**config.mk**
```make
export PLATFORM = sky130hd
export DESIGN_NAME = rivec_vector_unit
export DESIGN_NICKNAME = d
export VERILOG_FILES = /design/src/core/rivec_pkg.sv /design/src/core/rivec_vector_unit.sv
export SDC_FILE = /design/constraint.sdc
export NUM_CORES = 1
export LEC_CHECK = 0
export ABC_AREA = 0
export BUFFER_PORTS_ARGS = -buffer_cell sky130_fd_sc_hd__clkbuf_2
export CAP_MARGIN = 25
export CELL_PAD_IN_SITES_DETAIL_PLACEMENT = 1
export CELL_PAD_IN_SITES_GLOBAL_PLACEMENT = 1
export CORE_MARGIN = 5
export CORE_UTILIZATION = 35
export CTS_CLUSTER_DIAMETER = 60
export CTS_CLUSTER_SIZE = 40
export DETAILED_ROUTE_END_ITERATION = 16
export MAX_ROUTING_LAYER = met4
export PLACE_DENSITY = 0.73
export SYNTH_ARGS = -nofsm -noshare
export SYNTH_HDL_FRONTEND = slang
export SYNTH_SLANG_ARGS = --single-unit
```
**constraint.sdc**
```tcl
create_clock -name clk -period 3.8 [get_ports clk]
set_input_delay 0.19 -clock clk [delete_from_list [all_inputs] [get_ports clk]]
set_output_delay 0.19 -clock clk [all_outputs]
set_load 0.01 [all_outputs]
```
**src/core/rivec_pkg.sv**
```systemverilog
`default_nettype none
package rivec_pkg;
    // Program word address width (8K words covers the flash)
    localparam int unsigned ADDR_W = 13;
    localparam int unsigned NUM_SRC = 25;
    localparam int unsigned SRC_IDX_W = 5;

    // Reset entry and vector table base
    localparam logic [12:0] RESET_ADDR = 13'h0000;
    localparam logic [12:0] TABLE_BASE = 13'h0001;
    localparam logic [12:0] ADDR_RESET_VAL = 13'h0000;

    // Source index of each request; vector address is index plus TABLE_BASE, or plus bootStartAddr + TABLE_BASE when relocated
    localparam logic [4:0] SRC_EXT_REQUEST_ZERO   = 5'h00;
    localparam logic [4:0] SRC_EXT_REQUEST_ONE    = 5'h01;
    localparam logic [4:0] SRC_PIN_CHANGE_ZERO    = 5'h02;
    localparam logic [4:0] SRC_PIN_CHANGE_TWO     = 5'h04;
    localparam logic [4:0] SRC_WATCHDOG_TIMEOUT   = 5'h05;
    localparam logic [4:0] SRC_TIMER2_COMPA       = 5'h06;
    localparam logic [4:0] SRC_TIMER2_OVF         = 5'h08;
    localparam logic [4:0] SRC_TIMER1_CAPT        = 5'h09;
    localparam logic [4:0] SRC_TIMER1_OVF         = 5'h0c;
    localparam logic [4:0] SRC_TIMER0_COMPA       = 5'h0d;
    localparam logic [4:0] SRC_TIMER0_OVF         = 5'h0f;
    localparam logic [4:0] SRC_SPI_TRANSFER_DONE  = 5'h10;
    localparam logic [4:0] SRC_USART_RX           = 5'h11;
    localparam logic [4:0] SRC_USART_TX           = 5'h13;
    localparam logic [4:0] SRC_CONVERTER_DONE     = 5'h14;
    localparam logic [4:0] SRC_SELF_PROGRAM_READY = 5'h18;

    // Fuse encoding: 1 unprogrammed, 0 programmed
    localparam logic FUSE_UNPROGRAMMED = 1'b1;

    // Vector fetch handed to the core
    typedef struct packed {
        logic [12:0] addr;
        logic        isReset;
    } rivec_fetch_t;

    typedef enum logic [1:0] {
        RIVEC_RESET_FETCH,
        RIVEC_IDLE,
        RIVEC_WAIT_ACK
    } rivec_state_t;
endpackage
`default_nettype wire

```
**src/core/rivec_vector_unit.sv**
```systemverilog
`timescale 1ns/1ps
`default_nettype none
// Summary of operation
// - Any system reset sends core to vector one, 0x000 with fuse unprogrammed.
// - Vectors consecutive; external 0x001-0x002, pin change 0x003-0x005, watchdog 0x006.
// - Second 8-bit timer: compare A 0x007, compare B 0x008, overflow 0x009.
// - 16-bit timer: capture 0x00A, compare A 0x00B, B 0x00C, overflow 0x00D.
// - First 8-bit timer: compare A 0x00E, compare B 0x00F, overflow 0x010.
// - SPI done 0x011; serial receive 0x012, buffer empty 0x013, transmit 0x014.
// - Converter 0x015, memory ready 0x016, comparator 0x017, two-wire 0x018, self-program 0x019.
// - Programmed boot-reset fuse starts execution at boot loader address.
// - Relocate bit set adds boot section start to every interrupt vector address; the reset entry is unaffected.
// - Table starts 0x001 or boot address plus 0x001, independent of reset entry.
// - Fuse value 1 means unprogrammed, 0 means programmed.
// - A vector location is fetched only when its interrupt is taken.
module rivec_vector_unit (
    // Clock and reset
    input  wire logic                    clk,
    input  wire logic                    arst_n,
    // Configuration
    input  wire logic                    boot_reset_select_fuse,
    input  wire logic                    vector_relocate_select,
    input  wire logic [12:0]             bootStartAddr,
    // Requests from peripherals, already enabled
    input  wire logic [24:0]             irqPending,
    input  wire logic                    globalIntEnable,
    // Core side
    input  wire logic                    fetchAck,
    output logic                         fetchValid,
    output rivec_pkg::rivec_fetch_t      fetchOut,
    output logic [24:0]                  irqTaken
);

    rivec_pkg::rivec_state_t stateReg;
    logic                    winValid;
    logic [4:0]              winIdx;
    logic [12:0]             tableBase;
    logic [12:0]             resetEntry;

    // Lowest set bit wins; a fixed order keeps grants predictable
    function automatic logic [4:0] lowestSet(input logic [24:0] req);
        lowestSet = 5'h00;
        for (int i = rivec_pkg::NUM_SRC - 1; i >= 0; i--) begin
            if (req[i]) begin
                lowestSet = 5'(i);
            end
        end
    endfunction

    ////////////////////////////////////////////////////////////////////////
    // Address map

    assign resetEntry = (boot_reset_select_fuse == rivec_pkg::FUSE_UNPROGRAMMED) ?
                        rivec_pkg::RESET_ADDR : bootStartAddr;
    assign tableBase  = vector_relocate_select ? (bootStartAddr + rivec_pkg::TABLE_BASE)
                                               : rivec_pkg::TABLE_BASE;
    assign winValid   = globalIntEnable && (irqPending != 25'h0000000);
    assign winIdx     = lowestSet(irqPending);

    ////////////////////////////////////////////////////////////////////////
    // Fetch sequencing

    // Reset fetch first, then one vector per acknowledged interrupt
    always_ff @(posedge clk or negedge arst_n) begin
        if (!arst_n) begin
            stateReg <= rivec_pkg::RIVEC_RESET_FETCH;
        end else begin
            case (stateReg)
                rivec_pkg::RIVEC_RESET_FETCH: begin
                    if (fetchAck) begin
                        stateReg <= rivec_pkg::RIVEC_IDLE;
                    end
                end
                rivec_pkg::RIVEC_IDLE: begin
                    if (winValid) begin
                        stateReg <= rivec_pkg::RIVEC_WAIT_ACK;
                    end
                end
                rivec_pkg::RIVEC_WAIT_ACK: begin
                    if (fetchAck) begin
                        stateReg <= rivec_pkg::RIVEC_IDLE;
                    end
                end
                default: stateReg <= rivec_pkg::RIVEC_IDLE;
            endcase
        end
    end

    always_ff @(posedge clk or negedge arst_n) begin
        if (!arst_n) begin
            fetchValid       <= 1'b1;
            fetchOut.addr    <= rivec_pkg::ADDR_RESET_VAL;
            fetchOut.isReset <= 1'b1;
        end else begin
            case (stateReg)
                rivec_pkg::RIVEC_RESET_FETCH: begin
                    // Fuse may settle after reset release, so track it
                    fetchValid       <= !fetchAck;
                    fetchOut.addr    <= resetEntry;
                    fetchOut.isReset <= !fetchAck;
                end
                rivec_pkg::RIVEC_IDLE: begin
                    fetchValid       <= winValid;
                    fetchOut.addr    <= tableBase + {8'h00, winIdx};
                    fetchOut.isReset <= 1'b0;
                end
                rivec_pkg::RIVEC_WAIT_ACK: begin
                    fetchValid <= !fetchAck;
                end
                default: begin
                    fetchValid <= 1'b0;
                end
            endcase
        end
    end

    // One-cycle taken pulse lets the peripheral clear its flag
    always_ff @(posedge clk or negedge arst_n) begin
        if (!arst_n) begin
            irqTaken <= 25'h0000000;
        end else begin
            irqTaken <= 25'h0000000;
            if (stateReg == rivec_pkg::RIVEC_IDLE && winValid) begin
                irqTaken[winIdx] <= 1'b1;
            end
        end
    end
endmodule
`default_nettype wire

```
Word level (Yosys, flattened, before mapping)
Cells that the tools add are included.
- register bits: 42
- input bits: 44
- output and inout port bits: 40
- logic and storage cells: 57
- add/subtract/negate cells: 2
- magnitude comparators: 2
- equality and inequality tests: 4
- muxes and demuxes: 35
- reduce and logical (&&, ||, !) cells: 9
- operator list (kind ; number):
    $mux 5 ; 25
    $pmux 14 s2 ; 1
    $mux 13 ; 2
    $mux 25 ; 1
    $reduce_bool 25->1 ; 1
    $add 13x1->13 const B ; 1
    $add 13x5->13 ; 1
    $lt 5x6->1 const B ; 1
    $demux 1 s5 ; 1
    $ge 5x1->1 const B ; 1
    $mux 2 ; 2
    $pmux 2 s2 ; 1
    $logic_and 1x1->1 ; 3
    $eq 2x1->1 const B ; 1
    $eq 2x2->1 const B ; 1
    $logic_not 2->1 ; 1
    $ne 2x1->1 const B ; 1
    $ne 2x2->1 const B ; 1
    $pmux 1 s2 ; 1
    $reduce_and 2->1 ; 1
    $reduce_bool 2->1 ; 1
    $reduce_or 2->1 ; 1
    $logic_not 1->1 ; 1
    $mux 1 ; 1

Logic depth before layout (Yosys ltp)
Gate-level depths: netlist of run 1.
- depth after elaboration: 30
- gate-level depth with buffers: 14
- depth with buffers taken out: 14

Worst setup path after synthesis of run 1
Ideal clock, no wire load.
- kind: input port to flip-flop
- start point: input port irqPending[10]
- end point: register fetchOut[11] in the netlist's numbering
- library setup time: 142 ps
- data arrival time: 2643 ps
- data required time: 3658 ps
- path slack: 1015 ps
- stages on the path: 13
- path buffers: 0
- cells stage by stage: nor4_1 > inv_1 > a2111oi_1 > nor3_1 > nor2_1 > ha_1 > inv_1 > fa_1 > o31ai_1 > a21o_1 > nand3_1 > xor2_1 > o221ai_1
- longest elaborated chain between the ends: 13
- ends and longest elaborated chain (what ; RTL line ; source):
    start, declared ; rivec_vector_unit.sv:25 ; input wire logic [24:0] irqPending,
    $mux 5 (11 in a row) ; rivec_vector_unit.sv:44 ; if (req[i]) begin
    $add 13x5->13 ; rivec_vector_unit.sv:104 ; fetchOut.addr <= tableBase + {8'h00, winIdx};
    $pmux 14 s2 ; rivec_vector_unit.sv:95 ; case (stateReg)
    end, declared ; rivec_vector_unit.sv:30 ; output rivec_pkg::rivec_fetch_t fetchOut,
No other way between the ends.
A chain may end at the register's enable or synchronous reset.

Final worst setup path of run 1
- start point: input port irqPending[8]
- end point: register fetchOut[11] in the netlist's numbering
- longest elaborated chain between the ends: 11
- ends and longest elaborated chain (what ; RTL line):
    $mux 5 (9 in a row) ; rivec_vector_unit.sv:44
    $add 13x5->13 ; rivec_vector_unit.sv:104
    $pmux 14 s2 ; rivec_vector_unit.sv:95
No other way between the ends.

==> results of run 1 <==
## kinds of logic after synthesis
| kind of cell | count (synthesis) | share of synthesized area |
|---|---|---|
| AND/OR/NAND/NOR | 154 | 0.290 |
| XOR/XNOR | 16 | 0.0513 |
| AO/OA/AOI/OAI | 74 | 0.186 |
| buffers and inverters | 26 | 0.0408 |
| adder cells (fa/ha/maj) | 7 | 0.0339 |
| flip-flops | 42 | 0.386 |
| multiplexers | 3 | 0.0115 |
## per-layer routing
layer / track usage / share of wire / vias up
li1: - / - / 1329
met1: 0.257 / 0.49 / 1305
met2: 0.279 / 0.46 / 66
met3: 0.0193 / 0.045 / 7
met4: 0.0536 / 0.013 / 0
met5: - / 0 / -
## through the flow
step / total power (uW) / hold WS [ps] / std cells / cell area [sq um] / worst slack, ps
6_report: 1320 / 142 / 509 / 3350 / 704
5_1_grt: 1410 / 134 / 509 / 3350 / 418
3_3_place_gp: 1020 / 407 / 499 / 3230 / 526
4_1_cts: 1330 / 85.3 / 507 / 3320 / 716
3_5_place_dp: 1030 / 416 / 499 / 3230 / 392
2_1_floorplan: 839 / -106 / 322 / 2730 / 1020
## cells in the mapped netlist (all sizes together), types with 2 or more instances
cell | instances | area, sq um
nor4 | 11 | 90.1
o21bai | 2 | 15.0
inv | 18 | 67.6
a32oi | 2 | 17.5
a21oi | 25 | 125
nor2b | 4 | 25.0
nand2b | 3 | 18.8
o211ai | 2 | 15.0
and2 | 2 | 12.5
o31ai | 6 | 45.0
nor3b | 4 | 30.0
nand4 | 4 | 25.0
xor2 | 6 | 52.6
or2 | 2 | 12.5
clkbuf | 6 | 33.8
nor2 | 45 | 169
dfstp | 2 | 52.6
mux2i | 2 | 20.0
dfrtp | 40 | 1000
a211oi | 4 | 30.0
o221ai | 5 | 43.8
a21o | 4 | 30.0
and4 | 3 | 26.3
or4 | 4 | 37.5
nand3 | 9 | 57.6
nor3 | 13 | 70.1
o21ai | 13 | 68.8
or3 | 2 | 12.5
nand2 | 41 | 154
buf | 2 | 10.0
xnor2 | 10 | 87.6
ha | 5 | 62.6
and3 | 4 | 25.0
## cell type report
class | count | area (sq um) | share of cell area
Clock buffer | 5 | 68.8 | 0.0205
Tap cell | 102 | 128 | 0.0380
Multi-Input combinational cell | 254 | 1570 | 0.467
Clock inverter | 3 | 25.0 | 0.00746
Inverter | 18 | 67.6 | 0.0201
Timing Repair Buffer | 85 | 445 | 0.133
Sequential cell | 42 | 1050 | 0.314
## state kept, by name, indices dropped and copies added (netlist names)
| name | flops |
|---|---|
| stateReg | 2 |
| irqTaken | 25 |
| fetchOut | 14 |
| fetchValid | 1 |
## worst register-to-register path: cells and delay by family, from the launching register on
family                 cells  cell delay (ps)
multiplexers               1              110
AND/OR/NAND/NOR            1              220
buffers and inverters      1              330
flip-flops                 1              880
AO/OA/AOI/OAI              2              470
## power by group through the flow
stage / combinational, uW / sequential [uW] / clock [uW]
floorplan: 230 / 610 / 0
global placement: 410 / 614 / 0
detailed placement: 418 / 616 / 0
CTS: 420 / 609 / 306
global route: 469 / 618 / 328
finish: 417 / 607 / 300
## final timing paths
| check | slack (ps) | cells past startpoint | startpoint | endpoint |
|---|---|---|---|---|
| max reg2reg | 1670 | 5 | stateReg[1] | fetchOut[13] |
| max in group asynchronous | 3020 | 3 | arst_n | fetchOut[0] |
| min in group asynchronous | 270 | 2 | arst_n | irqTaken[11] |
| min reg2reg | 490 | 2 | fetchOut[3] | fetchOut[3] |
| min | 140 | 3 | irqPending[24] | irqTaken[24] |
| max | 700 | 14 | irqPending[8] | fetchOut[11] |
## layout by cell type (no fill, tap or decap), types with 5 or more instances in the layout
master     n
o21ai_0   10
dfrtp_1   40
nand3_1    8
inv_1     18
xnor2_1   10
o31ai_1    6
clkbuf_2  83
nor4_1     9
nor2_1    45
nand2_1   41
nor3_1    12
clkbuf_8   5
o221ai_1   5
xor2_1     6
a21oi_1   25
ha_1       5
==> results by group, run 1 <==
Clock tree
  – Clock Sinks: 42
  – CTS clk-pin slew, worst paths: 90 ps
  – Setup bufs post-CTS: 0
  – # hold bufs at CTS: 0
  – CTS tree: yes
  – Resize count post-CTS: 0
  – Max clock buf depth: 2
  – CTS H-tree depth: 2
  – CTS Buf Count: 5
  – Clock latency on the worst-skew pair: 300 ps
  – Clk Tree Root Cell: clkbuf_8

Synth
  – Synth Flop Type: dfrtp_1
  – Syn. warnings: 0
  – Mapped Area: 0.00273 sq mm
  – Mapped Nets: 372
  – Ys async rst share: 1.00
  – Sequential area share after synthesis: 0.386
  – Post-Syn Instances: 322
  – Synth unique cells: 59
  – Synth Register Bits: 42
  – Number of synthesized flops with an enable pin: 0
  – Avg Cell Area, Syn: 8.48 sq um

Worst setup path
  – Crit path DAT: 3250 ps
  – CP Class: primary input to register
  – Most frequent CP cell: inv_1
  – Cell family with most CP delay: compound AO/OA/AOI/OAI gates
  – CP Buf/Inv Count: 3
  – CP Launch Type: primary input
  – Cells along the critical path: clkbuf_2 > nor4_1 > inv_1 > a2111oi_1 > nor3_1 > nor2_1 > ha_1 > inv_1 > fa_1 > o31ai_1 > a21o_1 > nand3_1 > xor2_1 > o221ai_1
  – Largest stage delay, worst path: 500 ps
  – Data required, critical path: 3950 ps
  – Slowest CP cell: a2111oi_1
  – CP max FO: 4
  – CP endpoint kind: register

Finish
  – Area delta synth->final: 22.8%
  – Diodes inserted: 0
  – Fillers: 959
  – Fin util: 0.439
  – Layout cell share with drive strength beyond 1: 0.260
  – Nets: 456

Route
  – Total number of vias: 2707
  – Routed Antenna Nets: 0
  – Vias per inst: 5.32
  – Routed len/inst: 16.7 um
  – Final WL: 8480 um
  – Residual DRC: 0
  – Drt first pass iters: 4
  – 1st-iter DRT viols: 132

Global route
  – Largest net degree at the start of global routing: 43
  – Number of global-route vias before repair: 2760
  – First-pass GRT wire length: 13900 um
  – Initial antenna violation count: 0
  – GRT Total Usage: 0.183
  – Global route overflow: 0

Floorplan
  – Row cnt: 32
  – Core box area: 0.00765 sq mm
  – Die Wd: 98.3 um
  – Die Span Y: 98.3 um
  – DIE AREA: 0.00967 sq mm
  – I/O pins: 84
  – Initial core utilization: 0.357

STA
  – Worst-Margin Slew: 811 ps
  – Final Max Tran Viols: 0
  – RSZ-0062 raised after global routing: false
  – Relative slew slack: 0.460
  – Setup TNS: 0 ps
  – Post-layout min period: 3100 ps
  – Final Hold Fails: 0
  – Final worst-path cycle share: 0.815
  – Clk_skew: 7.29 ps
  – FMAX: 323 MHz
  – Endpoints failing setup: 0

Min path
  – HP Class: primary input to register

Placement
  – I/O Buffers: 83
  – Hpwl dp: 6800 um
  – Gpl congestion: 0.885

Flow run
  – Total of max-cap violations: 0

Power and ir drop
  – Combinational Power Share: 0.315
  – Clock Power Share: 0.226
  – Worst vdd ir: 0.144 mV
  – Sequential power share: 0.459
  – Pleak: 0.00157 uW
  – Int Pwr: 823 uW
  – Sw frac: 0.378
  – Switching power: 501 uW
  – Power per cell area: 395 mW/mm^2

Run status
  – Status: finished clean
(Power assumes the default switching activity.)
==> inputs of run 2 (changes only) <==
--- a/config.mk
+++ b/config.mk
@@ -5,7 +5,7 @@
 export SDC_FILE = /design/constraint.sdc
 export NUM_CORES = 1
 export LEC_CHECK = 0
-export ABC_AREA = 0
+export ABC_AREA = 1
 export BUFFER_PORTS_ARGS = -buffer_cell sky130_fd_sc_hd__clkbuf_2
 export CAP_MARGIN = 25
 export CELL_PAD_IN_SITES_DETAIL_PLACEMENT = 1
@@ -16,7 +16,7 @@
 export CTS_CLUSTER_SIZE = 40
 export DETAILED_ROUTE_END_ITERATION = 16
 export MAX_ROUTING_LAYER = met4
-export PLACE_DENSITY = 0.73
+export PLACE_DENSITY = 0.76
 export SYNTH_ARGS = -nofsm -noshare
 export SYNTH_HDL_FRONTEND = slang
 export SYNTH_SLANG_ARGS = --single-unit
==> constraint.sdc (replaced) <==
create_clock -name clk -period 2.89 [get_ports clk]
set_input_delay 0.1445 -clock clk [delete_from_list [all_inputs] [get_ports clk]]
set_output_delay 0.1445 -clock clk [all_outputs]
set_load 0.01 [all_outputs]
==> run 2 against run 1 <==
  * Synthesized cell count is 19% higher
  * Cell count increased by 12%
  * Hold slack got worse by 19 ps
  * Global-route usage shrank 0.58 points
  * Synthesized area fell by 2.9%
  * Die area decreased by 2.6%
  * Critical path depth grew 22
  * First-iteration DRC count is 11% lower
  * Non-clock buffer count rose by 3
  * Setup slack got worse by 310 ps
  * Clock skew fell by 4.6 ps
  * Final area is 1.2% lower
  * Largest power group unchanged
==> results by group, run 2 <==
Route
  – Residual DRC: 0
  – 1st-iter DRT viols: 117
  – Final WL: 7980 um
  – Routed len/inst: 14.0 um
  – Drt first pass iters: 4
  – Routed Antenna Nets: 0
  – Total number of vias: 2702
  – Vias per inst: 4.73

Run status
  – Status: finished clean

Flow run
  – Total of max-cap violations: 0

Global route
  – GRT Total Usage: 0.177
  – First-pass GRT wire length: 13600 um
  – Global route overflow: 0
  – Largest net degree at the start of global routing: 43
  – Initial antenna violation count: 0
  – Number of global-route vias before repair: 2806

Clock tree
  – CTS clk-pin slew, worst paths: 90 ps
  – Clk Tree Root Cell: clkbuf_8
  – Clock Sinks: 42
  – Max clock buf depth: 2
  – CTS H-tree depth: 2
  – Setup bufs post-CTS: 0
  – CTS Buf Count: 5
  – Clock latency on the worst-skew pair: 300 ps
  – CTS tree: yes

STA
  – FMAX: 400 MHz
  – Final Hold Fails: 0
  – Final worst-path cycle share: 0.865
  – Relative slew slack: 0.348
  – RSZ-0062 raised after global routing: false
  – Post-layout min period: 2500 ps
  – Clk_skew: 2.67 ps
  – Final Max Tran Viols: 0
  – Endpoints failing setup: 0
  – Worst hold slack: 122 ps
  – Setup TNS: 0 ps
  – Worst-Margin Slew: 974 ps
  – Final setup margin: 391 ps

Synth
  – Main area contributors after synthesis: dfrtp_1 38%, nand2_1 13%, nor2_1 9.5%
  – Sequential area share after synthesis: 0.397
  – Mapped Area: 0.00265 sq mm
  – Largest family of logic cells by synthesized area: simple AND/OR/NAND/NOR gates
  – Avg Cell Area, Syn: 6.94 sq um
  – Post-synthesis mux area share: 0
  – Synth top cells by count: 95 x nand2_1, 67 x nor2_1, 64 x inv_1
  – Mapped Nets: 432
  – Most frequent cell after synthesis: nand2_1
  – Ys async rst share: 1.00
  – Simple-gate area share of the yosys netlist: 0.335
  – Syn. warnings: 0
  – Number of synthesized flops with an enable pin: 0
  – Synth unique cells: 33
  – Synth Register Bits: 42
  – Synth top area share: 0.378
  – Adder-cell share of the synthesized area: 0.0311
  – XOR/XNOR Fraction of Synth Area: 0.0231
  – Post-Syn Instances: 382
  – Synth area leader: dfrtp_1
  – Synth Area in Compound Gates: 0.110
  – Synth Flop Type: dfrtp_1

Floorplan
  – I/O pins: 84
  – Core box area: 0.00733 sq mm
  – Initial core utilization: 0.362
  – Die Span Y: 97.0 um
  – Row cnt: 31
  – DIE AREA: 0.00942 sq mm
  – Die Wd: 97.0 um

Worst setup path
  – Most frequent CP cell: nand2_1
  – Reg2reg end: irqTaken[23]
  – Worst R2R Start: stateReg[1]
  – CP Class: primary input to register
  – CP Launch Type: primary input
  – CP startpoint: irqPending[22]
  – CP endpoint kind: register
  – Slowest CP cell: fa_2
  – Crit path DAT: 2730 ps
  – CP max FO: 4
  – Data required, critical path: 3120 ps
  – Critical Path End: fetchOut[13]
  – Register-to-Register Path Depth: 5
  – Largest stage delay, worst path: 370 ps
  – Reg-to-reg slack, setup: 1150 ps

Placement
  – Gpl congestion: 0.856
  – Post-place setup slack: -30.7 ps
  – Hpwl dp: 6600 um
  – I/O Buffers: 83

Power and ir drop
  – Power per cell area: 534 mW/mm^2
  – Worst vdd ir: 0.201 mV
  – Final Power: 1770 uW
  – Pleak: 0.00182 uW

Finish
  – Nets: 521
  – Layout cell share with drive strength beyond 1: 0.254
  – Commonest non-fill, non-tap cell in the layout: nand2_1
  – Diodes inserted: 0
  – Largest reg by FF count: irqTaken
  – Largest register FFs: 25
  – Fillers: 992
  – Highest-count cells in the layout ignoring fill and taps: 95 x nand2_1, 83 x clkbuf_2, 67 x nor2_1
  – Top Registers: irqTaken: 25 flops, fetchOut: 14 flops, stateReg: 2 flops
  – Fin util: 0.452
  – Area delta synth->final: 25.1%

Min path
  – HP Class: primary input to register
run 2: area by class of cell:
type | instances | area (sq um) | area share
multi-input cells | 269 | 1330 | 0.402
flip-flops and latches | 42 | 1050 | 0.318
inverters | 65 | 244 | 0.0736
clock inverters | 3 | 23.8 | 0.00717
clock buffers | 5 | 68.8 | 0.0208
well taps | 99 | 124 | 0.0374
repair buffers | 88 | 468 | 0.141
run 2: worst min path at each step:
stage | from | end | depth (start not counted)
final | irqPending[24] | irqTaken[24] | 3
after floorplan | arst_n | fetchOut[10] | 0
after global placement | arst_n | irqTaken[10] | 1
after CTS | arst_n | irqTaken[3] | 1
after detailed placement | arst_n | irqTaken[9] | 1
after global routing | irqPending[24] | irqTaken[24] | 3
run 2: logic make-up (layout without fill, tap and decap cells):
family / after synthesis / in the layout
XOR/XNOR: 7 / 7
flip-flops: 42 / 42
AND/OR/NAND/NOR: 208 / 208
adder cells (fa/ha/maj): 6 / 6
buffers and inverters: 71 / 161
AO/OA/AOI/OAI: 48 / 48
run 2: power by group:
part | total [uW] | switching [uW] | internal (uW) | leakage (uW)
sequential | 793 | 87.7 | 705 | 0.000555
clock | 393 | 220 | 173 | 0.0000408
combinational | 585 | 368 | 217 | 0.00122
total | 1770 | 675 | 1100 | 0.00182
run 2: metrics by stage:
stage | cells | instance area, sq um
after floorplan | 382 | 2650
after global placement | 561 | 3180
after detailed placement | 561 | 3180
after CTS | 569 | 3280
after global routing | 571 | 3320
final | 571 | 3320
run 2: metal layers:
layer  vias to the layer above  GRT usage  share of wire
met4                         0     0.0421          0.016
met1                      1256      0.248           0.49
met3                        10     0.0173          0.034
met5                         -          -              0
met2                        64      0.277           0.46
li1                       1372          -              -
run 2: critical path, delay by kind of cell:
| family | cells | cell delay [ps] |
|---|---|---|
| AO/OA/AOI/OAI | 3 | 340 |
| adder cells (fa/ha/maj) | 2 | 520 |
| buffers and inverters | 4 | 240 |
| AND/OR/NAND/NOR | 27 | 1520 |
run 2: repair_timing:
item | in CTS | in global routing
setup endpoints to repair | 0 | 4
hold buffers | 0 | 1
resized for setup | 0 | 2
hold endpoints to repair | 0 | 40
